File: config.mk
export PLATFORM = sky130hd
export DESIGN_NAME = twass_core
export DESIGN_NICKNAME = d
export VERILOG_FILES = /design/src/twass_sar.v /design/src/twass_core.v
export VERILOG_INCLUDE_DIRS = /design/src /design/src/src
export SDC_FILE = /design/constraint.sdc
export NUM_CORES = 1
export LEC_CHECK = 0
export BUFFER_PORTS_ARGS = -buffer_cell sky130_fd_sc_hd__buf_4
export CAP_MARGIN = 20
export CORE_UTILIZATION = 40
export CTS_CLUSTER_SIZE = 28
export DETAILED_ROUTE_END_ITERATION = 8
export GPL_TIMING_DRIVEN = 0
export MAX_ROUTING_LAYER = met4
export PLACE_DENSITY = 0.6
export RECOVER_POWER = 100
export SLEW_MARGIN = 20
export SYNTH_ARGS = -nofsm -noshare
export SYNTH_HDL_FRONTEND = slang
export SYNTH_SLANG_ARGS = --single-unit
File: constraint.sdc
create_clock -name mclk_i -period 3.8 [get_ports mclk_i]
set_clock_uncertainty 0.2 [all_clocks]
set_input_delay 0.38 -clock mclk_i [delete_from_list [all_inputs] [get_ports mclk_i]]
set_output_delay 0.38 -clock mclk_i [all_outputs]
set_load 0.02 [all_outputs]
File: src/twass_map.vh
// Purpose: Shared constants of the two-wire sample sequencer
// Assumes: Included by every twass design file
// Notes: Definitions only
`ifndef TWASS_MAP_VH
`define TWASS_MAP_VH

// Converter resolution and step count
`define TWASS_RES_BITS 10
`define TWASS_SAR_STEPS 4'hA
// Bus byte framing
`define TWASS_LAST_BIT 4'h7
// Setup byte fields
`define TWASS_REG_BIT 7
`define TWASS_SU_REFSEL_HI 6
`define TWASS_SU_REFSEL_LO 4
`define TWASS_SU_CLK_BIT 3
`define TWASS_SU_POL_BIT 2
`define TWASS_SU_RSTN_BIT 1
// Configuration byte fields
`define TWASS_CF_SCAN_HI 6
`define TWASS_CF_SCAN_LO 5
`define TWASS_CF_CS_HI 4
`define TWASS_CF_CS_LO 1
`define TWASS_CF_SGL_BIT 0
// Reset values
`define TWASS_RST_REFSEL 3'h0
`define TWASS_RST_CLK 1'h0
`define TWASS_RST_POL 1'h0
`define TWASS_RST_SCAN 2'h0
`define TWASS_RST_CS 4'h0
`define TWASS_RST_SGL 1'h1
// Internal conversion clock divider default
`define TWASS_CONV_DIV 8'h04

`endif

File: src/twass_sar.v
// Purpose: Successive-approximation register, one result bit per step
// Assumes: step_i pulses once per conversion clock, comp_i valid on mclk_i
// Notes: Trial code goes straight to the capacitive DAC
`timescale 1ns/1ps
`include "twass_map.vh"

module twass_sar (
    input wire mclk_i,
    input wire reset_i,
    input wire start_i,
    input wire step_i,
    input wire comp_i,
    output wire [9:0] dac_code_o,
    output reg [9:0] code_o,
    output reg done_o,
    output wire busy_o
);

    reg [9:0] trial_r;   // Current trial code
    reg [3:0] left_r;    // Steps still to take
    reg [3:0] pos_r;     // Bit under test

    assign dac_code_o = trial_r;
    assign busy_o = (left_r != 4'h0);

    // One decision per step, exactly ten steps
    always @(posedge mclk_i or posedge reset_i) begin
        if (reset_i) begin
            trial_r <= 10'h000;
            left_r <= 4'h0;
            pos_r <= 4'h0;
            code_o <= 10'h000;
            done_o <= 1'b0;
        end else begin
            done_o <= 1'b0;
            if (start_i) begin
                // Midscale first trial
                trial_r <= 10'h200;
                pos_r <= 4'h9;
                left_r <= `TWASS_SAR_STEPS;
            end else if (step_i && busy_o) begin
                // Comparator low means input below trial: drop the bit
                if (pos_r == 4'h0) begin
                    code_o <= comp_i ? trial_r : (trial_r & 10'h3FE);
                    done_o <= 1'b1;
                    trial_r <= comp_i ? trial_r : (trial_r & 10'h3FE);
                end else begin
                    trial_r <= (comp_i ? trial_r : (trial_r & ~(10'h001 << pos_r)))
                        | (10'h001 << (pos_r - 4'h1));
                    pos_r <= pos_r - 4'h1;
                end
                left_r <= left_r - 4'h1;
            end
        end
    end

endmodule // twass_sar

File: src/twass_core.v
// Purpose: Digital control of a 10-bit two-wire sampling converter
// Assumes: Open-drain SCL/SDA sampled by mclk_i, much faster than SCL
// Notes: Address match, conversion timing, coding and bit-level bus
`timescale 1ns/1ps
`include "twass_map.vh"

module twass_core #(
    parameter [6:0] SLAVE_ADDR = 7'h2A,      // Arbitrary default address
    parameter [7:0] CONV_DIV = `TWASS_CONV_DIV // mclk cycles per internal conversion clock
) (
    input wire mclk_i,
    input wire reset_i,
    input wire scl_in_i,
    output wire scl_out_o,
    output wire scl_oe_o,
    input wire sda_in_i,
    output wire sda_out_o,
    output wire sda_oe_o,
    input wire comp_i,
    output wire [9:0] dac_code_o,
    output reg track_o,
    output reg [3:0] channel_select_o,
    output reg single_diff_select_o,
    output reg polarity_select_o,
    output reg external_clock_o,
    output reg [2:0] reference_select_o,
    output reg [1:0] scan_select_o,
    output reg [9:0] result_o,
    output reg result_valid_o,
    output wire busy_o
);

    // Bus sequencer states
    localparam [2:0] ST_IDLE = 3'h0;
    localparam [2:0] ST_ADDR = 3'h1;
    localparam [2:0] ST_AACK = 3'h2;
    localparam [2:0] ST_WRITE = 3'h3;
    localparam [2:0] ST_WACK = 3'h4;
    localparam [2:0] ST_CONV = 3'h5;
    localparam [2:0] ST_READ = 3'h6;
    localparam [2:0] ST_RACK = 3'h7;

    reg scl_m_r, scl_s_r, scl_d_r; // SCL synchroniser and delay
    reg sda_m_r, sda_s_r, sda_d_r; // SDA synchroniser and delay
    reg [2:0] state_r;             // Sequencer state
    reg [3:0] bit_r;               // Bit index in byte
    reg [7:0] shift_r;             // Receive or transmit shifter
    reg rw_r;                      // Direction of this transfer
    reg lo_byte_r;                 // Byte now being read is the low half
    reg sda_low_r;                 // Pulling SDA low
    reg scl_low_r;                 // Stretching SCL
    reg [3:0] rise_cnt_r;          // Rises into first result byte
    reg ext_conv_r;                // External conversion in progress
    reg [7:0] div_r;               // Internal conversion clock divider
    reg sar_start_r;               // Launch pulse for the SAR

    wire scl_rise = scl_s_r & ~scl_d_r;
    wire scl_fall = ~scl_s_r & scl_d_r;
    // SDA moving while SCL high is a bus condition, not data
    wire bus_start = scl_s_r & scl_d_r & sda_d_r & ~sda_s_r;
    wire bus_stop = scl_s_r & scl_d_r & ~sda_d_r & sda_s_r;
    wire addr_hit = (shift_r[7:1] == SLAVE_ADDR); // Address sits above the R/W bit
    wire int_tick = (div_r == 8'h00);
    wire [9:0] sar_code;
    wire sar_done;
    wire sar_step;

    // Coding the raw code needs to pick
    wire bip_eff = ~single_diff_select_o & polarity_select_o;

    // Only ever pull low; the high level comes from the pull-ups
    assign scl_out_o = 1'b0;
    assign sda_out_o = 1'b0;
    assign scl_oe_o = scl_low_r;
    assign sda_oe_o = sda_low_r;

    // Conversion clock: own divider internally, SCL rises externally
    assign sar_step = external_clock_o ? (scl_rise & ext_conv_r) : int_tick;

    // Raw SAR to output coding
    function [9:0] twass_code;
        input [9:0] raw;
        input bip;
        begin
            // Bipolar offset binary becomes two's complement
            twass_code = bip ? {~raw[9], raw[8:0]} : raw;
        end
    endfunction

    twass_sar i_twass_sar (
        .mclk_i(mclk_i),
        .reset_i(reset_i),
        .start_i(sar_start_r),
        .step_i(sar_step),
        .comp_i(comp_i),
        .dac_code_o(dac_code_o),
        .code_o(sar_code),
        .done_o(sar_done),
        .busy_o(busy_o)
    );

    // Two flops on each pin before anything reads them; ample for 1.7 MHz SCL
    always @(posedge mclk_i or posedge reset_i) begin
        if (reset_i) begin
            scl_m_r <= 1'b1;
            scl_s_r <= 1'b1;
            scl_d_r <= 1'b1;
            sda_m_r <= 1'b1;
            sda_s_r <= 1'b1;
            sda_d_r <= 1'b1;
        end else begin
            scl_m_r <= scl_in_i;
            scl_s_r <= scl_m_r;
            scl_d_r <= scl_s_r;
            sda_m_r <= sda_in_i;
            sda_s_r <= sda_m_r;
            sda_d_r <= sda_s_r;
        end
    end

    // Internal conversion clock; free-running divider
    always @(posedge mclk_i or posedge reset_i) begin
        if (reset_i) begin
            div_r <= 8'h00;
        end else if (int_tick) begin
            div_r <= CONV_DIV - 8'h01;
        end else begin
            div_r <= div_r - 8'h01;
        end
    end

    // Result capture with coding applied
    always @(posedge mclk_i or posedge reset_i) begin
        if (reset_i) begin
            result_o <= 10'h000;
            result_valid_o <= 1'b0;
        end else begin
            result_valid_o <= sar_done;
            if (sar_done) begin
                // Unipolar: negative input fails every trial, so code is 0
                // Single-ended forces binary whatever the polarity bit
                result_o <= twass_code(sar_code, bip_eff);
            end
        end
    end

    // Bus sequencer; SCL comes from the master, held low here only during an internal-clock conversion
    always @(posedge mclk_i or posedge reset_i) begin
        if (reset_i) begin
            state_r <= ST_IDLE;
            bit_r <= 4'h0;
            shift_r <= 8'h00;
            rw_r <= 1'b0;
            lo_byte_r <= 1'b0;
            sda_low_r <= 1'b0;
            scl_low_r <= 1'b0;
            rise_cnt_r <= 4'h0;
            ext_conv_r <= 1'b0;
            sar_start_r <= 1'b0;
            track_o <= 1'b0;
            reference_select_o <= `TWASS_RST_REFSEL;
            external_clock_o <= `TWASS_RST_CLK;
            polarity_select_o <= `TWASS_RST_POL;
            scan_select_o <= `TWASS_RST_SCAN;
            channel_select_o <= `TWASS_RST_CS;
            single_diff_select_o <= `TWASS_RST_SGL;
        end else begin
            sar_start_r <= 1'b0;
            if (sar_done) begin
                ext_conv_r <= 1'b0;
            end
            if (bus_stop) begin
                // Release both lines when the bus goes idle
                state_r <= ST_IDLE;
                sda_low_r <= 1'b0;
                scl_low_r <= 1'b0;
            end else if (bus_start) begin
                state_r <= ST_ADDR;
                bit_r <= 4'h0;
                sda_low_r <= 1'b0;
            end else begin
                case (state_r)
                    ST_ADDR: begin
                        // One bit per SCL cycle, taken on the rise
                        if (scl_rise) begin
                            shift_r <= {shift_r[6:0], sda_s_r};
                            bit_r <= bit_r + 4'h1;
                            if (bit_r == `TWASS_LAST_BIT) begin
                                // Address LSB picks direction
                                rw_r <= sda_s_r;
                                if (shift_r[6:0] == SLAVE_ADDR) begin
                                    // Only reads convert: track from R/W rise
                                    if (sda_s_r) begin
                                        track_o <= 1'b1;
                                    end
                                end
                            end
                        end else if (scl_fall && bit_r == 4'h8) begin
                            if (addr_hit) begin
                                sda_low_r <= 1'b1;
                                state_r <= ST_AACK;
                            end else begin
                                state_r <= ST_IDLE;
                            end
                        end
                    end
                    ST_AACK: begin
                        // End of ninth clock: release the acknowledge
                        if (scl_fall) begin
                            sda_low_r <= 1'b0;
                            bit_r <= 4'h0;
                            lo_byte_r <= 1'b0;
                            rise_cnt_r <= 4'h0;
                            if (!rw_r) begin
                                track_o <= 1'b0;
                                state_r <= ST_WRITE;
                            end else if (!external_clock_o) begin
                                // Hold 1.5 SCL after track, start conversion
                                track_o <= 1'b0;
                                sar_start_r <= 1'b1;
                                sda_low_r <= 1'b1; // Pad MSB zero, set while SCL low
                                // SCL low keeps the master waiting
                                scl_low_r <= 1'b1;
                                state_r <= ST_CONV;
                            end else begin
                                shift_r <= {6'h00, result_o[9:8]};
                                state_r <= ST_READ;
                                sda_low_r <= 1'b1; // First pad bit is zero
                            end
                        end
                    end
                    ST_CONV: begin
                        // Let SCL go only with the result in hand
                        if (result_valid_o) begin
                            scl_low_r <= 1'b0;
                            shift_r <= {6'h00, result_o[9:8]};
                            state_r <= ST_READ;
                        end
                    end
                    ST_WRITE: begin
                        if (scl_rise) begin
                            shift_r <= {shift_r[6:0], sda_s_r};
                            bit_r <= bit_r + 4'h1;
                        end else if (scl_fall && bit_r == 4'h8) begin
                            sda_low_r <= 1'b1;
                            state_r <= ST_WACK;
                            // MSB tells setup from configuration
                            if (shift_r[`TWASS_REG_BIT]) begin
                                reference_select_o <=
                                    shift_r[`TWASS_SU_REFSEL_HI:`TWASS_SU_REFSEL_LO];
                                external_clock_o <= shift_r[`TWASS_SU_CLK_BIT];
                                polarity_select_o <= shift_r[`TWASS_SU_POL_BIT];
                                if (!shift_r[`TWASS_SU_RSTN_BIT]) begin
                                    // Configuration back to defaults, setup kept
                                    scan_select_o <= `TWASS_RST_SCAN;
                                    channel_select_o <= `TWASS_RST_CS;
                                    single_diff_select_o <= `TWASS_RST_SGL;
                                end
                            end else begin
                                scan_select_o <=
                                    shift_r[`TWASS_CF_SCAN_HI:`TWASS_CF_SCAN_LO];
                                // Mux choice: input vs ground or pair
                                channel_select_o <= shift_r[`TWASS_CF_CS_HI:`TWASS_CF_CS_LO];
                                single_diff_select_o <= shift_r[`TWASS_CF_SGL_BIT];
                            end
                        end
                    end
                    ST_WACK: begin
                        if (scl_fall) begin
                            sda_low_r <= 1'b0;
                            bit_r <= 4'h0;
                            state_r <= ST_WRITE;
                        end
                    end
                    ST_READ: begin
                        if (scl_rise) begin
                            bit_r <= bit_r + 4'h1;
                            // External: hold at second rise, then ten SCL steps
                            if (external_clock_o && !lo_byte_r && rise_cnt_r != 4'hF) begin
                                rise_cnt_r <= rise_cnt_r + 4'h1;
                                if (rise_cnt_r == 4'h1) begin
                                    track_o <= 1'b0;
                                    sar_start_r <= 1'b1;
                                    ext_conv_r <= 1'b1;
                                end
                            end
                        end else if (scl_fall) begin
                            // Change SDA only with SCL low
                            if (bit_r == 4'h8) begin
                                sda_low_r <= 1'b0;
                                state_r <= ST_RACK;
                            end else begin
                                sda_low_r <= ~shift_r[7 - bit_r[2:0]];
                            end
                        end
                    end
                    ST_RACK: begin
                        if (scl_rise) begin
                            // Master acknowledge low means keep reading
                            lo_byte_r <= ~lo_byte_r;
                            shift_r <= lo_byte_r ? {6'h00, result_o[9:8]} : result_o[7:0];
                            state_r <= sda_s_r ? ST_IDLE : ST_RACK;
                            bit_r <= 4'h0;
                        end else if (scl_fall) begin
                            sda_low_r <= ~shift_r[7];
                            state_r <= ST_READ;
                        end
                    end
                    default: begin // Idle, or a stray code, waits for a start
                        state_r <= ST_IDLE;
                    end
                endcase
            end
        end
    end

endmodule // twass_core

==> results of run 1 <==
state kept, by name, summed over array words and instances, names as in the netlist, 2 cells and up:
name / count
reference_select_o: 3
state_r: 3
i_twass_sar.pos_r: 4
result_o: 10
channel_select_o: 4
i_twass_sar.code_o: 10
rise_cnt_r: 4
i_twass_sar.dac_code_o: 10
shift_r: 8
div_r: 8
bit_r: 4
i_twass_sar.left_r: 4
scan_select_o: 2
report_power, final:
part	internal (uW)	leakage (uW)	total, uW	switching, uW
clock	615	0.000166	1000	386
sequential	1070	0.00120	1210	133
combinational	340	0.00113	896	556
total	2030	0.00249	3100	1070
repair_timing:
action | CTS | global route
hold buffers | 3 | 0
endpoints found under the hold margin | 33 | 0
gates resized for setup | 0 | 0
cell families after synthesis:
group	synth area share [%]
buf+inv	5.10
mux	9.65
xor+xnor	2.29
flops	46.4
compound gates	16.9
simple gates	15.6
fa+ha+maj	4.02
other cells	0.0753
critical path: cells and delay by family (launching register included):
kind / cells / cell delay, ns
flops: 1 / 0.41
compound gates: 3 / 1.11
buf+inv: 2 / 0.42
simple gates: 2 / 0.74
fa+ha+maj: 1 / 0.21
worst paths after layout:
check,cells past startpoint,slack [ns],end
min in group asynchronous,3,0.84,scl_oe_o
setup / recovery,8,0.59,i_twass_sar.dac_code_o[9]
max in group asynchronous,4,1.64,scl_m_r
setup reg to reg,8,0.59,i_twass_sar.dac_code_o[9]
hold / removal,3,0.13,i_twass_sar.code_o[0]
hold reg to reg,0,0.16,sda_s_r
layer usage:
layer	global-route usage, %	vias up
met5	-	-
met4	3.95	0
met3	5.15	9
met2	32.2	88
met1	26.0	1910
li1	-	1880
final cells by class:
| type | count | area [um2] |
|---|---|---|
| Buffer | 29 | 136 |
| Clock buffer | 11 | 253 |
| Clock inverter | 5 | 82.6 |
| Fill cell | 1200 | 6350 |
| Inverter | 30 | 114 |
| Multi-Input combinational cell | 341 | 2370 |
| Sequential cell | 92 | 2310 |
| Tap cell | 168 | 210 |
| Timing Repair Buffer | 45 | 230 |
through the flow:
step	total power [uW]	std cells	area [um2]	setup slack, ns
floorplan	1850	492	4980	0.840
global placement	2100	701	5500	-0.295
detailed placement	2120	702	5530	1.04
CTS	3140	721	5900	1.04
global route	3290	721	5710	0.432
finish	3100	721	5710	0.593
layout by cell type, fill, tap and decap left out, types with 15 or more instances in the layout:
cell,count
nand2_1,47
inv_1,28
ha_1,16
o21ai_0,24
a21oi_1,24
mux2_2,20
nand3_1,18
clkbuf_1,58
nor2_1,31
dfrtp_1,85
nor3_1,15
==> results_dict.tcl, run 1 <==
set metrics [dict create \
    async_flop_share_pct 100 \
    tritoncts "built" \
    rows 40 \
    grtUsageTotal_pct 20.1 \
    die_h_um 114 \
    via_per_inst 5.39 \
    slowest_delay_ns 0.64 \
    synthesis.instances 491 \
    grt_antenna_before_repair 0 \
    hold_viol 0 \
    ir_drop_uv 262 \
    setup-tns-final_ns 0 \
    yosysWarnings 0 \
    io-pin-count 44 \
    wl_met1_um 5500 \
    slowest_stage "o21bai_1" \
    drc_errors 0 \
    powerDensity_nw_per_um2 544 \
    netlist_area_um2 4980 \
    wl_met3_um 515 \
    period_minus_slack_ns 3.21 \
    drive_gt1_share_pct 11.9 \
    insertion_delay_ns 0.35 \
    drtAntennaViolNets 0 \
    root_buffer "clkbuf_16" \
    synth-main-ff-cell "dfrtp_1" \
    final_max_slew_viol_count 38 \
    ys_types 70 \
    synth_area_leader_cell "dfrtp_1" \
    dieArea_um2 12900 \
    synth_area_leaders "dfrtp_1 43%, mux2_2 4.5%, ha_1 4.0%" \
    gr-total-overflow 0 \
    start_kind "register" \
    area_delta_synth_final_pct 14.7 \
    nets 569 \
    timing.hold.ws_ns 0.128 \
    worst_pin_slew_ns 1.79 \
    grt_pass1_wl_um 19700 \
    clock-sinks 92 \
    wl_per_cell_um 16.4 \
    post-cts-setup-buffer-count 0 \
    rsz0062_at_grt "no" \
    grt_max_degree 56 \
    dr_wl_met2_um 5760 \
    min_from "comp_i" \
    crit_path_start "div_r[0]" \
    design.core.area_um2 12100 \
    portBuffers 41 \
    antenna_cells 0 \
    ys_seq_area_share_pct 46.4 \
    numCtsBuffers 9 \
    cp_max_fo 9 \
    status "finished with violations" \
    yosys-top-cells-count "85 x dfrtp_1, 47 x nand2_1, 31 x nor2_1" \
    violations "capacitance limit, slew limit" \
    crit_path_end_kind "register" \
    reg2reg_from "div_r[0]" \
    dr.pass1.iters 5 \
    yosys_register_bits 92 \
    cts_buffer_depth 2 \
    top_layer "met4" \
    cts_max_level 3 \
    finalCritPeriodShare_pct 84.4 \
    routabilityCongestion 0.949 \
    synth_edf_count 0 \
    clk_pin_slew_ns 0.06 \
    start_util_pct 41.3 \
    die_w_um 114 \
    crit_type "reg -> reg" \
    worstPathRequired_ns 3.83 \
    leakage_uw 0.00249 \
    vias 3887 \
    fin_util_pct 47.3 \
    grt_pass1_vias 3779 \
    clock.fmax_mhz 312 \
    max-slew-margin-rel_pct -19.9 \
    synth_top_area_share_pct 42.7 \
    wl_um 11800 \
    cp_cell_sequence "inv_1, ha_1, or4b_1, o21bai_1, and3b_1, clkbuf_1, a31oi_1, a311o_1" \
    setup_viol 0 \
    cp.arrival_ns 3.24 \
    synth.most_common_cell "dfrtp_1" \
    syn_avg_cell_area_um2 10.1 \
    hp-class "in -> reg" \
    max-cap-violations 1 \
    drtIter0Drc 315 \
    place_hpwl_um 8540 \
]
Power figures use the tool's default switching activity.
==> run 2: changes to the inputs <==
Settings changed: ABC_AREA set to 1.
Clock period 3.8 ns to 3.2 ns, I/O delays scaled along.
==> results_dict.tcl, run 2 <==
set metrics [dict create \
    status "finished with violations" \
    violations "capacitance limit, slew limit" \
    ys_types 41 \
    ir_drop_uv 200 \
    start_kind "register" \
    drtAntennaViolNets 0 \
    rows 40 \
    cts_max_level 3 \
    max-cap-violations 1 \
    synth-main-ff-cell "dfrtp_1" \
    powerDensity_nw_per_um2 408 \
    crit_path_end_kind "register" \
    drtIter0Drc 243 \
    place_hpwl_um 9090 \
    clk_pin_slew_ns 0.07 \
    die_w_um 114 \
    yosys-top-cells-count "207 x nand2_1, 85 x dfrtp_1, 63 x inv_1" \
    cp.arrival_ns 2.59 \
    async_flop_share_pct 100 \
    grt_pass1_vias 4176 \
    yosys.area_share.simple_pct 30.8 \
    clock-sinks 92 \
    portBuffers 41 \
    die_h_um 114 \
    final_max_slew_viol_count 45 \
    numCtsBuffers 9 \
    hp-class "in -> reg" \
    crit_type "reg -> reg" \
    setup-tns-final_ns 0 \
    drc_errors 0 \
    nets 734 \
    synth_area_leader_cell "dfrtp_1" \
    dieArea_um2 13100 \
    worst_pin_slew_ns 1.78 \
    finalCritPeriodShare_pct 79.8 \
    slowest_stage "dfstp_1" \
    synth_top_family_by_area "simple AND/OR/NAND/NOR gates" \
    cts_buffer_depth 2 \
    critPathMostFrequentCell "nand2_1" \
    design.core.area_um2 12200 \
    netlist_area_um2 5050 \
    grt_max_degree 49 \
    crit_family "simple AND/OR/NAND/NOR gates" \
    synth.area.mux_share_pct 0 \
    via_per_inst 4.90 \
    start_util_pct 41.6 \
    antenna_cells 0 \
    worstPathRequired_ns 3.24 \
    tritoncts "built" \
    leakage_uw 0.00275 \
    area_delta_synth_final_pct 13.9 \
    post_synth_fa_ha_maj_area_fraction_pct 3.96 \
    setup_viol 0 \
    synth_edf_count 0 \
    dr.pass1.iters 5 \
    insertion_delay_ns 0.35 \
    hold_viol 0 \
    yosys_register_bits 92 \
    gr-total-overflow 0 \
    root_buffer "clkbuf_16" \
    path_buf_inv 2 \
    synth.most_common_cell "nand2_1" \
    rsz0062_at_grt "no" \
    synth_xor_area_share_pct 1.04 \
    ys_seq_area_share_pct 45.7 \
    grtUsageTotal_pct 20.6 \
    cts_resized 0 \
    slowest_delay_ns 0.58 \
    clock.fmax_mhz 392 \
    drive_gt1_share_pct 8.64 \
    syn_avg_cell_area_um2 7.71 \
    most-common-layout-cells "213 x nand2_1, 85 x dfrtp_1, 68 x inv_1, 59 x nand3_1, 53 x o21ai_0" \
    synth_area_leaders "dfrtp_1 42%, nand2_1 15%, nand3_1 5.6%" \
    grt_pass1_wl_um 20400 \
    wl_per_cell_um 13.7 \
    cp_max_fo 10 \
    max-slew-margin-rel_pct -18.8 \
    cp_cell_sequence "ha_1, clkbuf_1, inv_1, nand2_1, o21ai_2, nor3_4, nand2_4, nand2_1, nand2_1" \
    grt_antenna_before_repair 0 \
    timing.hold.ws_ns 0.0863 \
    synth_compound_area_share_pct 10.8 \
    io-pin-count 44 \
    fill_cells 1242 \
    synth_top_area_share_pct 42.1 \
    yosysWarnings 0 \
    synthesis.instances 656 \
    final_common_cell "nand2_1" \
    period_minus_slack_ns 2.55 \
    routabilityCongestion 0.912 \
    vias 4341 \
    wl_um 12100 \
]
## run 2: path summary, 6_finish.rpt
kind                       startpoint                    end  slack (ns)  cells after the start
setup / recovery              scl_s_r             shift_r[6]        0.65                      9
hold / removal                 comp_i  i_twass_sar.code_o[0]        0.09                      3
max in group asynchronous     reset_i               scl_oe_o        0.86                      3
hold reg to reg               sda_m_r                sda_s_r        0.16                      0
setup reg to reg              scl_s_r             shift_r[6]        0.65                      9
min in group asynchronous     reset_i    channel_select_o[1]        0.90                      3
## run 2: layout make-up
class | count | area (um2) | share of cell area, %
tap | 168 | 210 | 3.65
inverter | 79 | 300 | 5.22
multi-input combinational | 473 | 2330 | 40.4
timing repair buffer | 45 | 226 | 3.93
buffer | 13 | 83.8 | 1.46
clock inverter | 3 | 26.3 | 0.457
clock buffer | 13 | 270 | 4.70
sequential | 92 | 2310 | 40.2
## run 2: routing by layer
metal	global-route usage [%]	vias to the layer above	share of wire, %
met5	-	-	0
met4	9.09	0	2.4
met3	2.70	19	2.9
met2	33.7	81	48
met1	25.5	2002	47
li1	-	2239	-
## run 2: logic make-up (layout without fill, tap and decap cells)
family	count (synthesis)	after routing
compound gates	98	98
xor+xnor	6	6
fa+ha+maj	16	16
buf+inv	92	153
flops	92	92
other cells	1	2
simple gates	351	351
## run 2: repair_timing
item,CTS,global route
setup endpoints to repair,0,0
hold endpoints to repair,40,0
hold buffers,3,0
setup buffers,0,0
## run 2: stage by stage
stage,cell area [um2],instances,utilization [%],worst slack (ns),total power [uW]
after global routing,5760,886,47.3,0.429,2430
after floorplan,5060,657,-,0.300,1270
final,5760,886,47.3,0.647,2350
after global placement,5580,866,45.9,-0.875,1300
after CTS,5940,886,48.8,1.01,2380
after detailed placement,5610,867,46.1,1.03,1310
## run 2: worst min-delay path: stages
cell     delay [ns]
buf_4          0.12
nand2_1        0.09
o21ai_1        0.07
## run 2: power by group
group,leakage [uW],switching [uW],internal [uW]
Combinational,0.00141,71.0,27.2
Sequential,0.00119,6.93,1180
Clock,0.000147,469,599
Total,0.00275,547,1800
